<file path="src/hw/ftc_regs.svh">
`ifndef FTC_REGS_SVH
`define FTC_REGS_SVH

// register offsets
`define FTC_ADDR_SMOOTH_SLEEP 8'h10
`define FTC_ADDR_HYST_SPIN_TO 8'h11

// power-on values
`define FTC_SMOOTH_SLEEP_RST 8'h00
`define FTC_HYST_SPIN_TO_RST 8'h00
`define FTC_RD_UNMAPPED 8'h00

// bits that stay writable while the global lock is set
`define FTC_HYST_SPIN_TO_UNLOCKED 8'h02

// reserved bits of both registers read as zero
`define FTC_SMOOTH_SLEEP_WMASK 8'hc7
`define FTC_HYST_SPIN_TO_WMASK 8'h1f

// smoothing stretch: x4 is a shift by two, +39.2% is 357/256
`define FTC_SLOW_SHIFT 2
`define FTC_EXTRA_NUM 9'h165
`define FTC_EXTRA_SHIFT 8

// spin-up ends early on this many fan_tachometer_input pulses
`define FTC_SPIN_FAN_TACHOMETER_INPUT_PULSES 2'h2

// time base
`define FTC_CLK_HZ 125000000
`define FTC_BUS_TIMEOUT_MS 35
`define FTC_MS_PER_S 1000

// full-on duty during spin-up
`define FTC_DUTY_FULL 8'hff

`endif

</file>
<file path="src/hw/ftc_pkg.sv">
package ftc_pkg;

  typedef struct packed {
    logic extra_smoothing_stretch;
    logic core_voltage_sleep_gate;
    logic [2:0] reserved;
    logic slow_remote2;
    logic slow_local;
    logic slow_remote1;
  } ftc_smooth_sleep_t;

  typedef struct packed {
    logic [2:0] reserved;
    logic bus_timeout_control;
    logic spinup_method_select;
    logic power_display_flag;
    logic force_full_speed;
    logic temp_limit_hysteresis_disable;
  } ftc_hyst_spin_to_t;

  typedef struct packed {
    logic wr_en;
    logic rd_en;
    logic [7:0] addr;
    logic [7:0] wdata;
  } ftc_reg_req_t;

  // one bit changes along run -> sleep -> spin; spin -> run changes both bits
  typedef enum logic [1:0] {
    FTC_ST_RUN = 2'b00,
    FTC_ST_SLEEP = 2'b01,
    FTC_ST_SPIN = 2'b11
  } ftc_state_t;

endpackage

</file>
<file path="src/hw/ftc_config_regs.sv">
// Contract
// smoothing bit 0 set: remote-one channel smoothing time times four.
// smoothing bit 1 set: local channel smoothing time times four.
// smoothing bit 2 set: remote-two channel smoothing time times four.
// extra stretch bit set: every smoothing time grows a further 39.2%.
// gating, standby, core low: set status bit, alert if enabled.
// gated core-low suspends processor-hot monitoring until voltage recovers.
// on recovery run a fan spin-up, then restore programmed fan state.
// hysteresis applies on temp-limit output unless disable bit set.
// force-full-speed bit drives every fan at its maximum duty.
// force-full-speed bit stays writable even under the global lock.
// spin-up method bit set: two fan_tachometer_input pulses do not end spin-up.
// spin-up method bit set: pwm high for whole spin-up timeout.
// bus-timeout bit controls the timeout; writing one disables it.
// active timeout: idle over 35 ms mid-transaction releases the bus.
// global lock makes both registers read-only except force-full-speed.
// power-display flag is plain lockable storage for firmware.
// host never writes reserved bits 7:5 of the second register.
// both registers clear to zero at power-on.
// reserved bits 5:3 of first register read zero, ignore writes.
`timescale 1ns/10ps
`include "ftc_regs.svh"

module ftc_config_regs #(
  parameter int NFAN = 3,
  parameter int SW = 16,
  parameter int TW = 24,
  parameter logic [23:0] BUS_TIMEOUT_CYCLES =
    24'(`FTC_CLK_HZ / `FTC_MS_PER_S * `FTC_BUS_TIMEOUT_MS)
) (
  input wire logic i_clk,
  input wire logic i_rst,
  input wire ftc_pkg::ftc_reg_req_t i_req,
  input wire logic i_global_lock,
  input wire logic i_standby_power,
  input wire logic [7:0] i_core_voltage_input,
  input wire logic [7:0] i_core_low_limit,
  input wire logic i_alert_enable,
  input wire logic [SW-1:0] i_smooth_base_r1,
  input wire logic [SW-1:0] i_smooth_base_local,
  input wire logic [SW-1:0] i_smooth_base_r2,
  input wire logic [NFAN-1:0][7:0] i_auto_duty,
  input wire logic [NFAN-1:0][7:0] i_max_duty,
  input wire logic i_fan_tachometer_input,
  input wire logic [TW-1:0] i_spinup_timeout,
  input wire logic i_bus_in_transaction,
  input wire logic i_bus_activity,
  output logic [7:0] o_rd_data,
  output logic o_rd_valid,
  output ftc_pkg::ftc_smooth_sleep_t o_smooth_sleep_cfg,
  output ftc_pkg::ftc_hyst_spin_to_t o_hyst_spin_to_cfg,
  output logic [SW+2:0] o_smooth_time_r1,
  output logic [SW+2:0] o_smooth_time_local,
  output logic [SW+2:0] o_smooth_time_r2,
  output logic o_temp_limit_hyst_en,
  output logic o_core_low_status_set,
  output logic o_alert,
  output logic o_proc_hot_mon_en,
  output logic o_sleeping,
  output logic o_spinup_active,
  output logic [NFAN-1:0][7:0] o_fan_duty,
  output logic o_bus_release
);
  import ftc_pkg::*;

  ftc_smooth_sleep_t cfg6_r;
  ftc_hyst_spin_to_t cfg7_r;
  ftc_state_t state_r;
  ftc_state_t state_nxt;
  logic core_low;
  logic gated_low;
  logic spin_start;
  logic spin_busy;
  logic wr6;
  logic wr7;
  logic timeout_active;
  logic [23:0] idle_cnt_r;
  logic released_r;

  assign wr6 = i_req.wr_en && i_req.addr == `FTC_ADDR_SMOOTH_SLEEP;
  assign wr7 = i_req.wr_en && i_req.addr == `FTC_ADDR_HYST_SPIN_TO;

  // register writes; reserved bits never store
  always_ff @(posedge i_clk) begin
    if (i_rst) begin
      cfg6_r <= ftc_smooth_sleep_t'(`FTC_SMOOTH_SLEEP_RST);
    end else if (wr6 && !i_global_lock) begin
      cfg6_r <= ftc_smooth_sleep_t'(i_req.wdata &
                                    `FTC_SMOOTH_SLEEP_WMASK);
    end
  end

  always_ff @(posedge i_clk) begin
    if (i_rst) begin
      cfg7_r <= ftc_hyst_spin_to_t'(`FTC_HYST_SPIN_TO_RST);
    end else if (wr7 && !i_global_lock) begin
      // plain storage, lockable like the rest; see
      cfg7_r <= ftc_hyst_spin_to_t'(i_req.wdata &
                                    `FTC_HYST_SPIN_TO_WMASK);
    end else if (wr7) begin
      // under lock only the override bit moves; see
      cfg7_r <= ftc_hyst_spin_to_t'(
        (cfg7_r & ~`FTC_HYST_SPIN_TO_UNLOCKED) |
        (i_req.wdata & `FTC_HYST_SPIN_TO_UNLOCKED));
    end
  end

  always_ff @(posedge i_clk) begin
    if (i_rst) begin
      o_rd_valid <= 1'b0;
    end else begin
      o_rd_valid <= i_req.rd_en;
    end
  end

  // data holds until the next read so a slow engine can still take it
  always_ff @(posedge i_clk) begin
    if (i_rst) begin
      o_rd_data <= `FTC_RD_UNMAPPED;
    end else if (!i_req.rd_en) begin
      o_rd_data <= o_rd_data;
    end else if (i_req.addr == `FTC_ADDR_SMOOTH_SLEEP) begin
      o_rd_data <= cfg6_r;
    end else if (i_req.addr == `FTC_ADDR_HYST_SPIN_TO) begin
      o_rd_data <= cfg7_r;
    end else begin
      o_rd_data <= `FTC_RD_UNMAPPED;
    end
  end

  always_ff @(posedge i_clk) begin
    if (i_rst) begin
      o_smooth_sleep_cfg <= ftc_smooth_sleep_t'(`FTC_SMOOTH_SLEEP_RST);
    end else begin
      o_smooth_sleep_cfg <= cfg6_r;
    end
  end

  always_ff @(posedge i_clk) begin
    if (i_rst) begin
      o_hyst_spin_to_cfg <= ftc_hyst_spin_to_t'(`FTC_HYST_SPIN_TO_RST);
    end else begin
      o_hyst_spin_to_cfg <= cfg7_r;
    end
  end

  always_ff @(posedge i_clk) begin
    if (i_rst) begin
      o_temp_limit_hyst_en <= 1'b1;
    end else begin
      o_temp_limit_hyst_en <=
        !cfg7_r.temp_limit_hysteresis_disable;
    end
  end

  // smoothing stretch per channel
  ftc_smooth_scale #(.W(SW)) u_scale_r1 (
    .i_clk(i_clk),
    .i_rst(i_rst),
    .i_base(i_smooth_base_r1),
    .i_slow(cfg6_r.slow_remote1),
    .i_extra(cfg6_r.extra_smoothing_stretch),
    .o_time(o_smooth_time_r1)
  );

  ftc_smooth_scale #(.W(SW)) u_scale_local (
    .i_clk(i_clk),
    .i_rst(i_rst),
    .i_base(i_smooth_base_local),
    .i_slow(cfg6_r.slow_local),
    .i_extra(cfg6_r.extra_smoothing_stretch),
    .o_time(o_smooth_time_local)
  );

  ftc_smooth_scale #(.W(SW)) u_scale_r2 (
    .i_clk(i_clk),
    .i_rst(i_rst),
    .i_base(i_smooth_base_r2),
    .i_slow(cfg6_r.slow_remote2),
    .i_extra(cfg6_r.extra_smoothing_stretch),
    .o_time(o_smooth_time_r2)
  );

  // core-voltage sleep gating
  assign core_low = i_core_voltage_input < i_core_low_limit;
  assign gated_low = cfg6_r.core_voltage_sleep_gate && i_standby_power &&
                     core_low;
  // start in the same cycle the state leaves sleep so busy is seen at once
  assign spin_start = state_r == FTC_ST_SLEEP && !core_low;

  always_comb begin
    state_nxt = state_r;
    unique case (state_r)
      FTC_ST_RUN: begin
        if (gated_low) begin
          state_nxt = FTC_ST_SLEEP;
        end
      end
      FTC_ST_SLEEP: begin
        if (!core_low) begin
          state_nxt = FTC_ST_SPIN;
        end
      end
      FTC_ST_SPIN: begin
        if (!spin_busy) begin
          state_nxt = FTC_ST_RUN;
        end
      end
      default: begin
        state_nxt = FTC_ST_RUN;
      end
    endcase
  end

  always_ff @(posedge i_clk) begin
    if (i_rst) begin
      state_r <= FTC_ST_RUN;
    end else begin
      state_r <= state_nxt;
    end
  end

  // one pulse per entry; the status bit itself lives outside
  always_ff @(posedge i_clk) begin
    if (i_rst) begin
      o_core_low_status_set <= 1'b0;
    end else begin
      o_core_low_status_set <= state_r == FTC_ST_RUN && gated_low;
    end
  end

  always_ff @(posedge i_clk) begin
    if (i_rst) begin
      o_alert <= 1'b0;
    end else begin
      o_alert <= state_nxt == FTC_ST_SLEEP && i_alert_enable;
    end
  end

  always_ff @(posedge i_clk) begin
    if (i_rst) begin
      o_proc_hot_mon_en <= 1'b1;
    end else begin
      o_proc_hot_mon_en <= state_nxt != FTC_ST_SLEEP;
    end
  end

  always_ff @(posedge i_clk) begin
    if (i_rst) begin
      o_sleeping <= 1'b0;
    end else begin
      o_sleeping <= state_nxt == FTC_ST_SLEEP;
    end
  end

  ftc_spinup #(.TW(TW)) u_spinup (
    .i_clk(i_clk),
    .i_rst(i_rst),
    .i_start(spin_start),
    .i_method(cfg7_r.spinup_method_select),
    .i_fan_tachometer_input_pulse(i_fan_tachometer_input),
    .i_timeout(i_spinup_timeout),
    .o_busy(spin_busy)
  );

  // lags the engine by one cycle, in step with the duty it forces
  always_ff @(posedge i_clk) begin
    if (i_rst) begin
      o_spinup_active <= 1'b0;
    end else begin
      o_spinup_active <= spin_busy;
    end
  end

  // fan duty: spin-up full on, then override, then automatic
  always_ff @(posedge i_clk) begin
    if (i_rst) begin
      o_fan_duty <= '0;
    end else begin
      for (int i = 0; i < NFAN; i++) begin
        if (spin_busy) begin
          o_fan_duty[i] <= `FTC_DUTY_FULL;
        end else if (cfg7_r.force_full_speed) begin
          o_fan_duty[i] <= i_max_duty[i];
        end else begin
          o_fan_duty[i] <= i_auto_duty[i];
        end
      end
    end
  end

  // bit one means timeout off; see
  assign timeout_active = !cfg7_r.bus_timeout_control;

  // one release per stall; the count restarts on any bus activity
  always_ff @(posedge i_clk) begin
    if (i_rst || !timeout_active || !i_bus_in_transaction ||
        i_bus_activity) begin
      idle_cnt_r <= '0;
      released_r <= 1'b0;
      o_bus_release <= 1'b0;
    end else if (!released_r && idle_cnt_r >= BUS_TIMEOUT_CYCLES) begin
      released_r <= 1'b1;
      o_bus_release <= 1'b1;
    end else begin
      o_bus_release <= 1'b0;
      if (!released_r) begin
        idle_cnt_r <= idle_cnt_r + 24'h000001;
      end
    end
  end

endmodule

</file>
<file path="src/hw/ftc_smooth_scale.sv">
`timescale 1ns/10ps
`include "ftc_regs.svh"

module ftc_smooth_scale #(
  parameter int W = 16
) (
  input wire logic i_clk,
  input wire logic i_rst,
  input wire logic [W-1:0] i_base,
  input wire logic i_slow,
  input wire logic i_extra,
  output logic [W+2:0] o_time
);
  import ftc_pkg::*;

  logic [W+1:0] t4;
  logic [W+10:0] prod;
  logic [W+2:0] time_nxt;

  always_comb begin
    t4 = i_slow ? ({2'b00, i_base} << `FTC_SLOW_SHIFT) : {2'b00, i_base};
    prod = {9'h000, t4} * {{(W+2){1'b0}}, `FTC_EXTRA_NUM};
    if (i_extra) begin
      // 357/256 is within 0.2% of 1.392; cheaper than a divider
      time_nxt = prod[W+2+`FTC_EXTRA_SHIFT:`FTC_EXTRA_SHIFT];
    end else begin
      time_nxt = {1'b0, t4};
    end
  end

  always_ff @(posedge i_clk) begin
    if (i_rst) begin
      o_time <= '0;
    end else begin
      o_time <= time_nxt;
    end
  end

endmodule

</file>
<file path="src/hw/ftc_spinup.sv">
`timescale 1ns/10ps
`include "ftc_regs.svh"

module ftc_spinup #(
  parameter int TW = 24
) (
  input wire logic i_clk,
  input wire logic i_rst,
  input wire logic i_start,
  input wire logic i_method,
  input wire logic i_fan_tachometer_input_pulse,
  input wire logic [TW-1:0] i_timeout,
  output logic o_busy
);
  import ftc_pkg::*;

  logic [TW-1:0] cnt_r;
  logic [1:0] fan_tachometer_input_r;
  logic done;

  // method 1: fan_tachometer_input ignored, full timeout always runs
  always_comb begin
    done = (cnt_r + 1'b1 >= i_timeout) ||
           (!i_method && fan_tachometer_input_r >= `FTC_SPIN_FAN_TACHOMETER_INPUT_PULSES);
  end

  always_ff @(posedge i_clk) begin
    if (i_rst) begin
      o_busy <= 1'b0;
    end else if (i_start) begin
      o_busy <= 1'b1;
    end else if (o_busy && done) begin
      o_busy <= 1'b0;
    end
  end

  always_ff @(posedge i_clk) begin
    if (i_rst || i_start) begin
      cnt_r <= '0;
    end else if (o_busy) begin
      cnt_r <= cnt_r + 1'b1;
    end
  end

  always_ff @(posedge i_clk) begin
    if (i_rst || i_start) begin
      fan_tachometer_input_r <= 2'h0;
    end else if (o_busy && i_fan_tachometer_input_pulse &&
                 fan_tachometer_input_r < `FTC_SPIN_FAN_TACHOMETER_INPUT_PULSES) begin
      fan_tachometer_input_r <= fan_tachometer_input_r + 2'h1;
    end
  end

endmodule
</file>
<file path="config.mk">
export PLATFORM = sky130hd
export DESIGN_NAME = ftc_config_regs
export DESIGN_NICKNAME = d
export VERILOG_FILES = /design/src/hw/ftc_pkg.sv /design/src/hw/ftc_config_regs.sv /design/src/hw/ftc_smooth_scale.sv /design/src/hw/ftc_spinup.sv
export VERILOG_INCLUDE_DIRS = /design/src /design/src/hw
export SDC_FILE = /design/constraint.sdc
export NUM_CORES = 1
export LEC_CHECK = 0
export CORE_AREA = 2 2 169 171
export CTS_CLUSTER_SIZE = 40
export DETAILED_ROUTE_END_ITERATION = 10
export DIE_AREA = 0 0 171 173
export DONT_BUFFER_PORTS = 1
export GPL_TIMING_DRIVEN = 0
export HOLD_SLACK_MARGIN = 0.1
export PLACE_DENSITY = 0.78
export RECOVER_POWER = 25
export SLEW_MARGIN = 10
export SYNTH_ARGS = -nofsm -noshare
export SYNTH_HDL_FRONTEND = slang
export SYNTH_SLANG_ARGS = --single-unit
</file>
<file path="constraint.sdc">
create_clock -name i_clk -period 4.9 [get_ports i_clk]
set_input_delay 1.225 -clock i_clk [delete_from_list [all_inputs] [get_ports i_clk]]
set_output_delay 1.225 -clock i_clk [all_outputs]
set_load 0.01 [all_outputs]
</file>
==> metrics, run 1 <==
status finished clean; Tot GR Track Use 29.9%; drt first pass iters 7; Finished Core Util 69.4%; port buffer count 0; die area around 30000 sq um; Cell Rows 61; Period Utilization, post-route 99.6%; Synth Area in Adders 33.0%; routability cong. between 0.9 and 1; WS Path Type primary input to flip-flop; Nets around 2.5k; Tightest Pin Transition ~880 ps; H-tree Lvls 4; fillers 2141; DRT iter0 DRCs approximately 860; fin. max-slew vios 0; largest net degree at the start of global routing 20; Placed Instances 2279; Ports 275; first-pass GRT wire length 69300 um; antenna viol nets, final 0; CTS hold repair buffers 0; EDFF count, synth 0; detailed-route DRC error count 0; CP Max Fanout 4; total of max-cap violations 0; vias in the first global route between 10k and 15k; Worst-Skew Late Latency 470 ps; grt total ovfl 0; clock sink total 170; count of final setup violators 0; TritonCTS buffer count 17; XOR/XNOR Fraction of Synth Area under 10%; Core Region 27600 sq um; # diodes 0; Critical Path Sink Type flip-flop; sequential share of the synthesized area 20.8%; chip height 173 um; Layout area overhead 17.0%; Yosys cell types 79; DIE WIDTH 171 um; Final min period between 4000 and 5000 ps; Clock Root Buffer clkbuf_16; Critical-path top delay cell fa_1; most common cell after layout, fill and taps aside inv_1; Synth Warn # 0; Primary FF master, synth dfxtp_1; CP Cell Sequence mux2i_4 > inv_1 > ha_1 > inv_1 > fa_1 > fa_1 > fa_1 > inv_1 > ha_4 > nand2_1 > or3_4 > a211oi_2 > a21oi_4 > o21ai_2 > xnor2_1 > o22ai_1; commonest cells after routing, fill and taps aside inv_1 (364), ha_1 (198), dfxtp_1 (167); initial antenna violation count 0; Critical Path Start Type primary input; Via density 5.71; Worst-path clk slew 80 ps; Detailed Place HPWL around 36000 um; Power Density ~380 nW/um^2; complex-gate fraction of the synthesized area 11.7%; data arrival time of the worst path 5180 ps; worst hold path type flip-flop to flip-flop; Fin Hold WS 450 ps; Max Clock Freq 205 MHz; mean area per synthesized cell 8.64 sq um; Crit path required time around 5200 ps; Rel. slew slack 41.3%; RSZ-0062 raised after global routing yes; CTS tree done; Worst path max stage delay 540 ps; synthesized cell area 16400 sq um; wire length per cell 19.4 um; Finished Layout Cells 2347; layout cells sized above 1 14.2%; VDD IR max 0.000253 V; Static Leak between 0.008 and 0.009 uW; Fin. Hold Viols 0; largest family of logic cells by synthesized area adder cells; detailed-route via count 13.4k; Routed WL 45500 um; Yosys reg bits 170; cell count after synthesis 1895; Starting Density roughly three fifths; post-synthesis async set-or-reset flop share 0%; Final Skew 15.0 ps; post-synthesis mux area share roughly 4%; Synth Area in Simple Gates ~14%; maximum clock path buffer count 2
==> state kept, by name (all words and copies together), names as in the netlist, 2 cells and up <==
name / cells
cfg6_r: 5
cfg7_r: 5
idle_cnt_r: 24
o_fan_duty: 24
o_hyst_spin_to_cfg: 5
o_rd_data: 7
o_smooth_sleep_cfg: 5
state_r: 2
u_scale_local.o_time: 19
u_scale_r1.o_time: 19
u_scale_r2.o_time: 19
u_spinup.cnt_r: 24
u_spinup.fan_tachometer_input_r: 2
==> cell usage after synthesis, drive strengths merged, types with 24 or more instances <==
cell type | n | share of area, %
inv | 375 | 8.6
ha | 245 | 19
dfxtp | 170 | 21
nor2 | 157 | 3.6
fa | 117 | 14
a21oi | 83 | 2.5
nand2 | 75 | 1.7
xnor2 | 59 | 3.2
xor2 | 57 | 3.0
nor2b | 51 | 1.9
clkbuf | 45 | 1.0
a211oi | 43 | 2.0
mux2i | 41 | 2.5
nand3 | 40 | 1.2
a21o | 33 | 1.5
o21ai | 33 | 1.1
nand4 | 31 | 1.2
buf | 24 | 0.79
==> cell families after synthesis <==
kind of cell | count (synthesis)
xor+xnor | 116
other cells | 1
flops | 170
mux | 63
compound gates | 284
fa+ha+maj | 362
simple gates | 454
buf+inv | 445
==> final cells by class <==
type / count / area, sq um / area share [%]
well taps: 378 / 473 / 2.47
clock buffers: 17 / 425 / 2.22
plain buffers: 69 / 429 / 2.24
multi-input cells: 1286 / 12500 / 65.1
clock inverters: 15 / 203 / 1.06
flip-flops and latches: 170 / 3410 / 17.8
inverters: 376 / 1410 / 7.37
repair buffers: 36 / 337 / 1.76
==> per-layer routing <==
| layer | routed length [um] | up-vias | GRT usage [%] |
|---|---|---|---|
| li1 | - | 6343 | - |
| met1 | 18800 | 6457 | 38.1 |
| met2 | 22300 | 499 | 51.0 |
| met3 | 2980 | 93 | 5.52 |
| met4 | 1410 | 0 | 9.57 |
| met5 | 0 | - | 0 |
==> where the power goes <==
group / internal (uW) / switching, uW / total [uW]
Combinational: 1960 / 2440 / 4400
Clock: 739 / 693 / 1430
Sequential: 1410 / 32.0 / 1440
Total: 4110 / 3170 / 7280
==> worst paths after layout <==
| check | from | slack, ps | end | depth (start not counted) |
|---|---|---|---|---|
| max | i_smooth_base_local[4] | 20 | u_scale_local.o_time[15]$_SDFF_PP0_ | 16 |
| min | idle_cnt_r[23]$_SDFFE_PP0P_ | 450 | idle_cnt_r[23]$_SDFFE_PP0P_ | 2 |
| max reg2reg | cfg6_r[1]$_SDFFE_PP0P_ | 100 | u_scale_local.o_time[15]$_SDFF_PP0_ | 17 |
| min reg2reg | idle_cnt_r[23]$_SDFFE_PP0P_ | 450 | idle_cnt_r[23]$_SDFFE_PP0P_ | 2 |
==> through the flow <==
stage / setup WS (ps) / setup TNS [ps] / total power (uW) / instance area (sq um)
after floorplan: -65.3 / -132 / 4660 / 17200
final: 21.2 / 0 / 7280 / 19200
after detailed placement: -961 / -24330 / 5490 / 17700
after CTS: -39.7 / -39.7 / 6950 / 18500
after global placement: -903 / -21390 / 5350 / 17700
after global routing: -115 / -317 / 7750 / 19200
==> what timing repair did <==
item	in CTS	in global routing
gates cloned	0	1
pin swaps	0	23
setup buffers	7	28
gates resized for setup	34	70
endpoints found under the setup margin	48	32
==> worst max-delay path, delay by kind of cell <==
kind,cells,cell delay (ps)
adders and majority gates,5,2110
AOI/OAI and AO/OA,4,710
and+or+nand+nor,2,500
buffers and inverters,3,260
muxes,1,190
xor gates and xnor gates,1,170
No activity file was read; power rests on OpenSTA's default activity.
==> inputs of run 2 (changes only) <==
==> constraint.sdc (replaced) <==
create_clock -name i_clk -period 4.9 [get_ports i_clk]
set_input_delay 0.245 -clock i_clk [delete_from_list [all_inputs] [get_ports i_clk]]
set_output_delay 0.245 -clock i_clk [all_outputs]
set_load 0.01 [all_outputs]
==> run 2 against run 1 <==
  * Non-clock buffer count rose by 65
  * Total power fell by 2.8%
  * Utilization rose by 0.68 points
  * Sequential cell count did not move
  * Worst hold slack got worse by 360 ps
  * Combinational power fell by 3%
  * First-iteration DRC count rose by 44%
  * Sequential power barely moved
  * Clock skew rose by 1.0 ps
  * Register-to-register slack got worse by 60 ps
==> metrics, run 2 (same netlist as run 1, synthesis figures left out) <==
status finished clean (unchanged); wire length per cell 20.4 um (was 19.4 um); total of max-cap violations 0 (unchanged); maximum clock path buffer count 2 (unchanged); Layout area overhead 18.1% (was 17.0%); Ports 275 (unchanged); Period Utilization, post-route 99.2% (was 99.6%); detailed-route DRC error count 0 (unchanged); DP Worst Slack -1070 ps (was -961 ps); biggest registers after layout idle_cnt_r (24), o_fan_duty (24), u_spinup.cnt_r (24) (unchanged); commonest cells after routing, fill and taps aside inv_1 (365), ha_1 (218), dfxtp_1 (167) (was inv_1 (364), ha_1 (198), dfxtp_1 (167)); Via density 5.85 (was 5.71); Worst-Skew Late Latency 450 ps (was 470 ps); Static Leak 0.00919 uW (was 0.00895 uW); die area 29600 sq um (unchanged); CP Max Fanout 6 (was 4); Nets 2545 (was 2480); largest net degree at the start of global routing 17 (was 20); WS Path Type flip-flop to flip-flop (was primary input to flip-flop); grt total ovfl 0 (unchanged); antenna viol nets, final 0 (unchanged); Power Density 365 nW/um^2 (was 380 nW/um^2); hold path start i_smooth_base_local[13] (was idle_cnt_r[23]$_SDFFE_PP0P_); Final Skew 16.0 ps (was 15.0 ps); Worst-path clk slew 80 ps (about the same); VDD IR max 0.000234 V (was 0.000253 V); Post-Place Cell Area 16900 sq um (was 17700 sq um); initial antenna violation count 2 (was 0); Clock Root Buffer clkbuf_16 (unchanged); chip height 173 um (unchanged); routability cong. 0.961 (was 0.958); Routed WL 49300 um (was 45500 um); Final min period 4860 ps (was 4880 ps); Core Region 27600 sq um (unchanged); detailed-route via count 14.1k (was 13.4k); drt first pass iters 7 (unchanged); Critical Path Sink Type flip-flop (unchanged); TritonCTS buffer count 17 (unchanged); Fin Hold WS 94.3 ps (was 450 ps); DRT iter0 DRCs 1238 (was 857); Detailed Place HPWL 35400 um (was 35700 um); layout cells sized above 1 11.3% (was 14.2%); Fin Setup TNS 0 ps (unchanged); design area 19300 sq um (was 19200 sq um); worst r2r src cfg6_r[0]$_SDFFE_PP0P_ (was cfg6_r[1]$_SDFFE_PP0P_); CTS tree done (unchanged); port buffer count 0 (unchanged); H-tree Lvls 4 (unchanged); Worst setup startpoint cfg6_r[0]$_SDFFE_PP0P_ (was i_smooth_base_local[4]); worst hold path type primary input to flip-flop (was flip-flop to flip-flop); DIE WIDTH 171 um (unchanged); Crit path required time 5260 ps (was 5200 ps); most common cell after layout, fill and taps aside inv_1 (unchanged); RSZ-0062 raised after global routing yes (unchanged); clock sink total 170 (unchanged); vias in the first global route 14.0k (was 13.3k); fin. max-slew vios 0 (unchanged); Critical Path Start Type flip-flop (was primary input); Rel. slew slack 31.9% (was 41.3%); data arrival time of the worst path 5220 ps (was 5180 ps); Max Clock Freq 206 MHz (was 205 MHz); Setup WS post-layout 38.6 ps (was 21.2 ps); Finished Core Util 70.0% (was 69.4%); count of final setup violators 0 (unchanged); Tightest Pin Transition 1020 ps (was 880 ps); first-pass GRT wire length 72200 um (was 69300 um); Fin. Hold Viols 0 (unchanged); Starting Density 59.3% (unchanged); Cell Rows 61 (unchanged); Tot GR Track Use 31.3% (was 29.9%)
run 2: changes by cell type in the layout (fill, tap and decap cells not counted), sizes merged:
cell	delta
dlygate4sd3	+64
clkinv	-6
clkbuf	+5
diode	+4
clkinvlp	+2
buf	-1
run 2: through the flow:
| stage | cells | power [uW] |
|---|---|---|
| after CTS | 2393 | 6460 |
| after floorplan | 1901 | 4200 |
| after global placement | 2279 | 4830 |
| final | 2415 | 7070 |
| after global routing | 2412 | 7510 |
| after detailed placement | 2279 | 4900 |
run 2: critical path: stages, from the launching register on:
cell and delay, ps:
dfxtp_4 400, buf_12 160, clkbuf_8 190, mux2i_4 260, inv_2 90, ha_1 350
inv_1 80, fa_1 550, fa_1 460, fa_1 530, inv_1 80, ha_4 270
nand3_2 120, nor2_1 60, a32oi_1 200, o21a_2 210, a21boi_1 110, or4_1 520
o221ai_2 110
run 2: what timing repair did:
action | CTS | global route
pin swaps | 4 | 26
gates resized for setup | 82 | 93
endpoints found under the setup margin | 47 | 34
cloned | 1 | 3
buffers inserted | 20 | 16
endpoints found under the hold margin | 46 | 1
hold buffers | 63 | 1
run 2: final timing paths:
| check | slack [ps] | cells after the start | to |
|---|---|---|---|
| max | 40 | 18 | u_scale_r1.o_time[11]$_SDFF_PP0_ |
| max reg2reg | 40 | 18 | u_scale_r1.o_time[11]$_SDFF_PP0_ |
| min | 90 | 2 | u_scale_local.o_time[15]$_SDFF_PP0_ |
| min reg2reg | 450 | 2 | idle_cnt_r[23]$_SDFFE_PP0P_ |
run 2: power by group:
group          total (uW)  internal, uW  switching, uW
registers            1450          1410           33.1
clock network        1360           735            628
logic                4260          1820           2440
total                7070          3970           3100
run 2: area by class of cell:
class / count / area (sq um)
clock inverter: 11 / 113
buffer: 66 / 382
sequential: 170 / 3410
antenna: 4 / 10.0
tap: 378 / 473
fill: 1958 / 8280
timing repair buffer: 104 / 1010
clock buffer: 20 / 457
inverter: 376 / 1410
multi-input combinational: 1286 / 12100
run 2: per-layer routing:
| metal | part of all wire, % | track usage (%) |
|---|---|---|
| met1 | 38 | 36.1 |
| met2 | 49 | 54.7 |
| met3 | 7.7 | 6.45 |
| met4 | 5.6 | 15.5 |
| met5 | 0.022 | 0 |
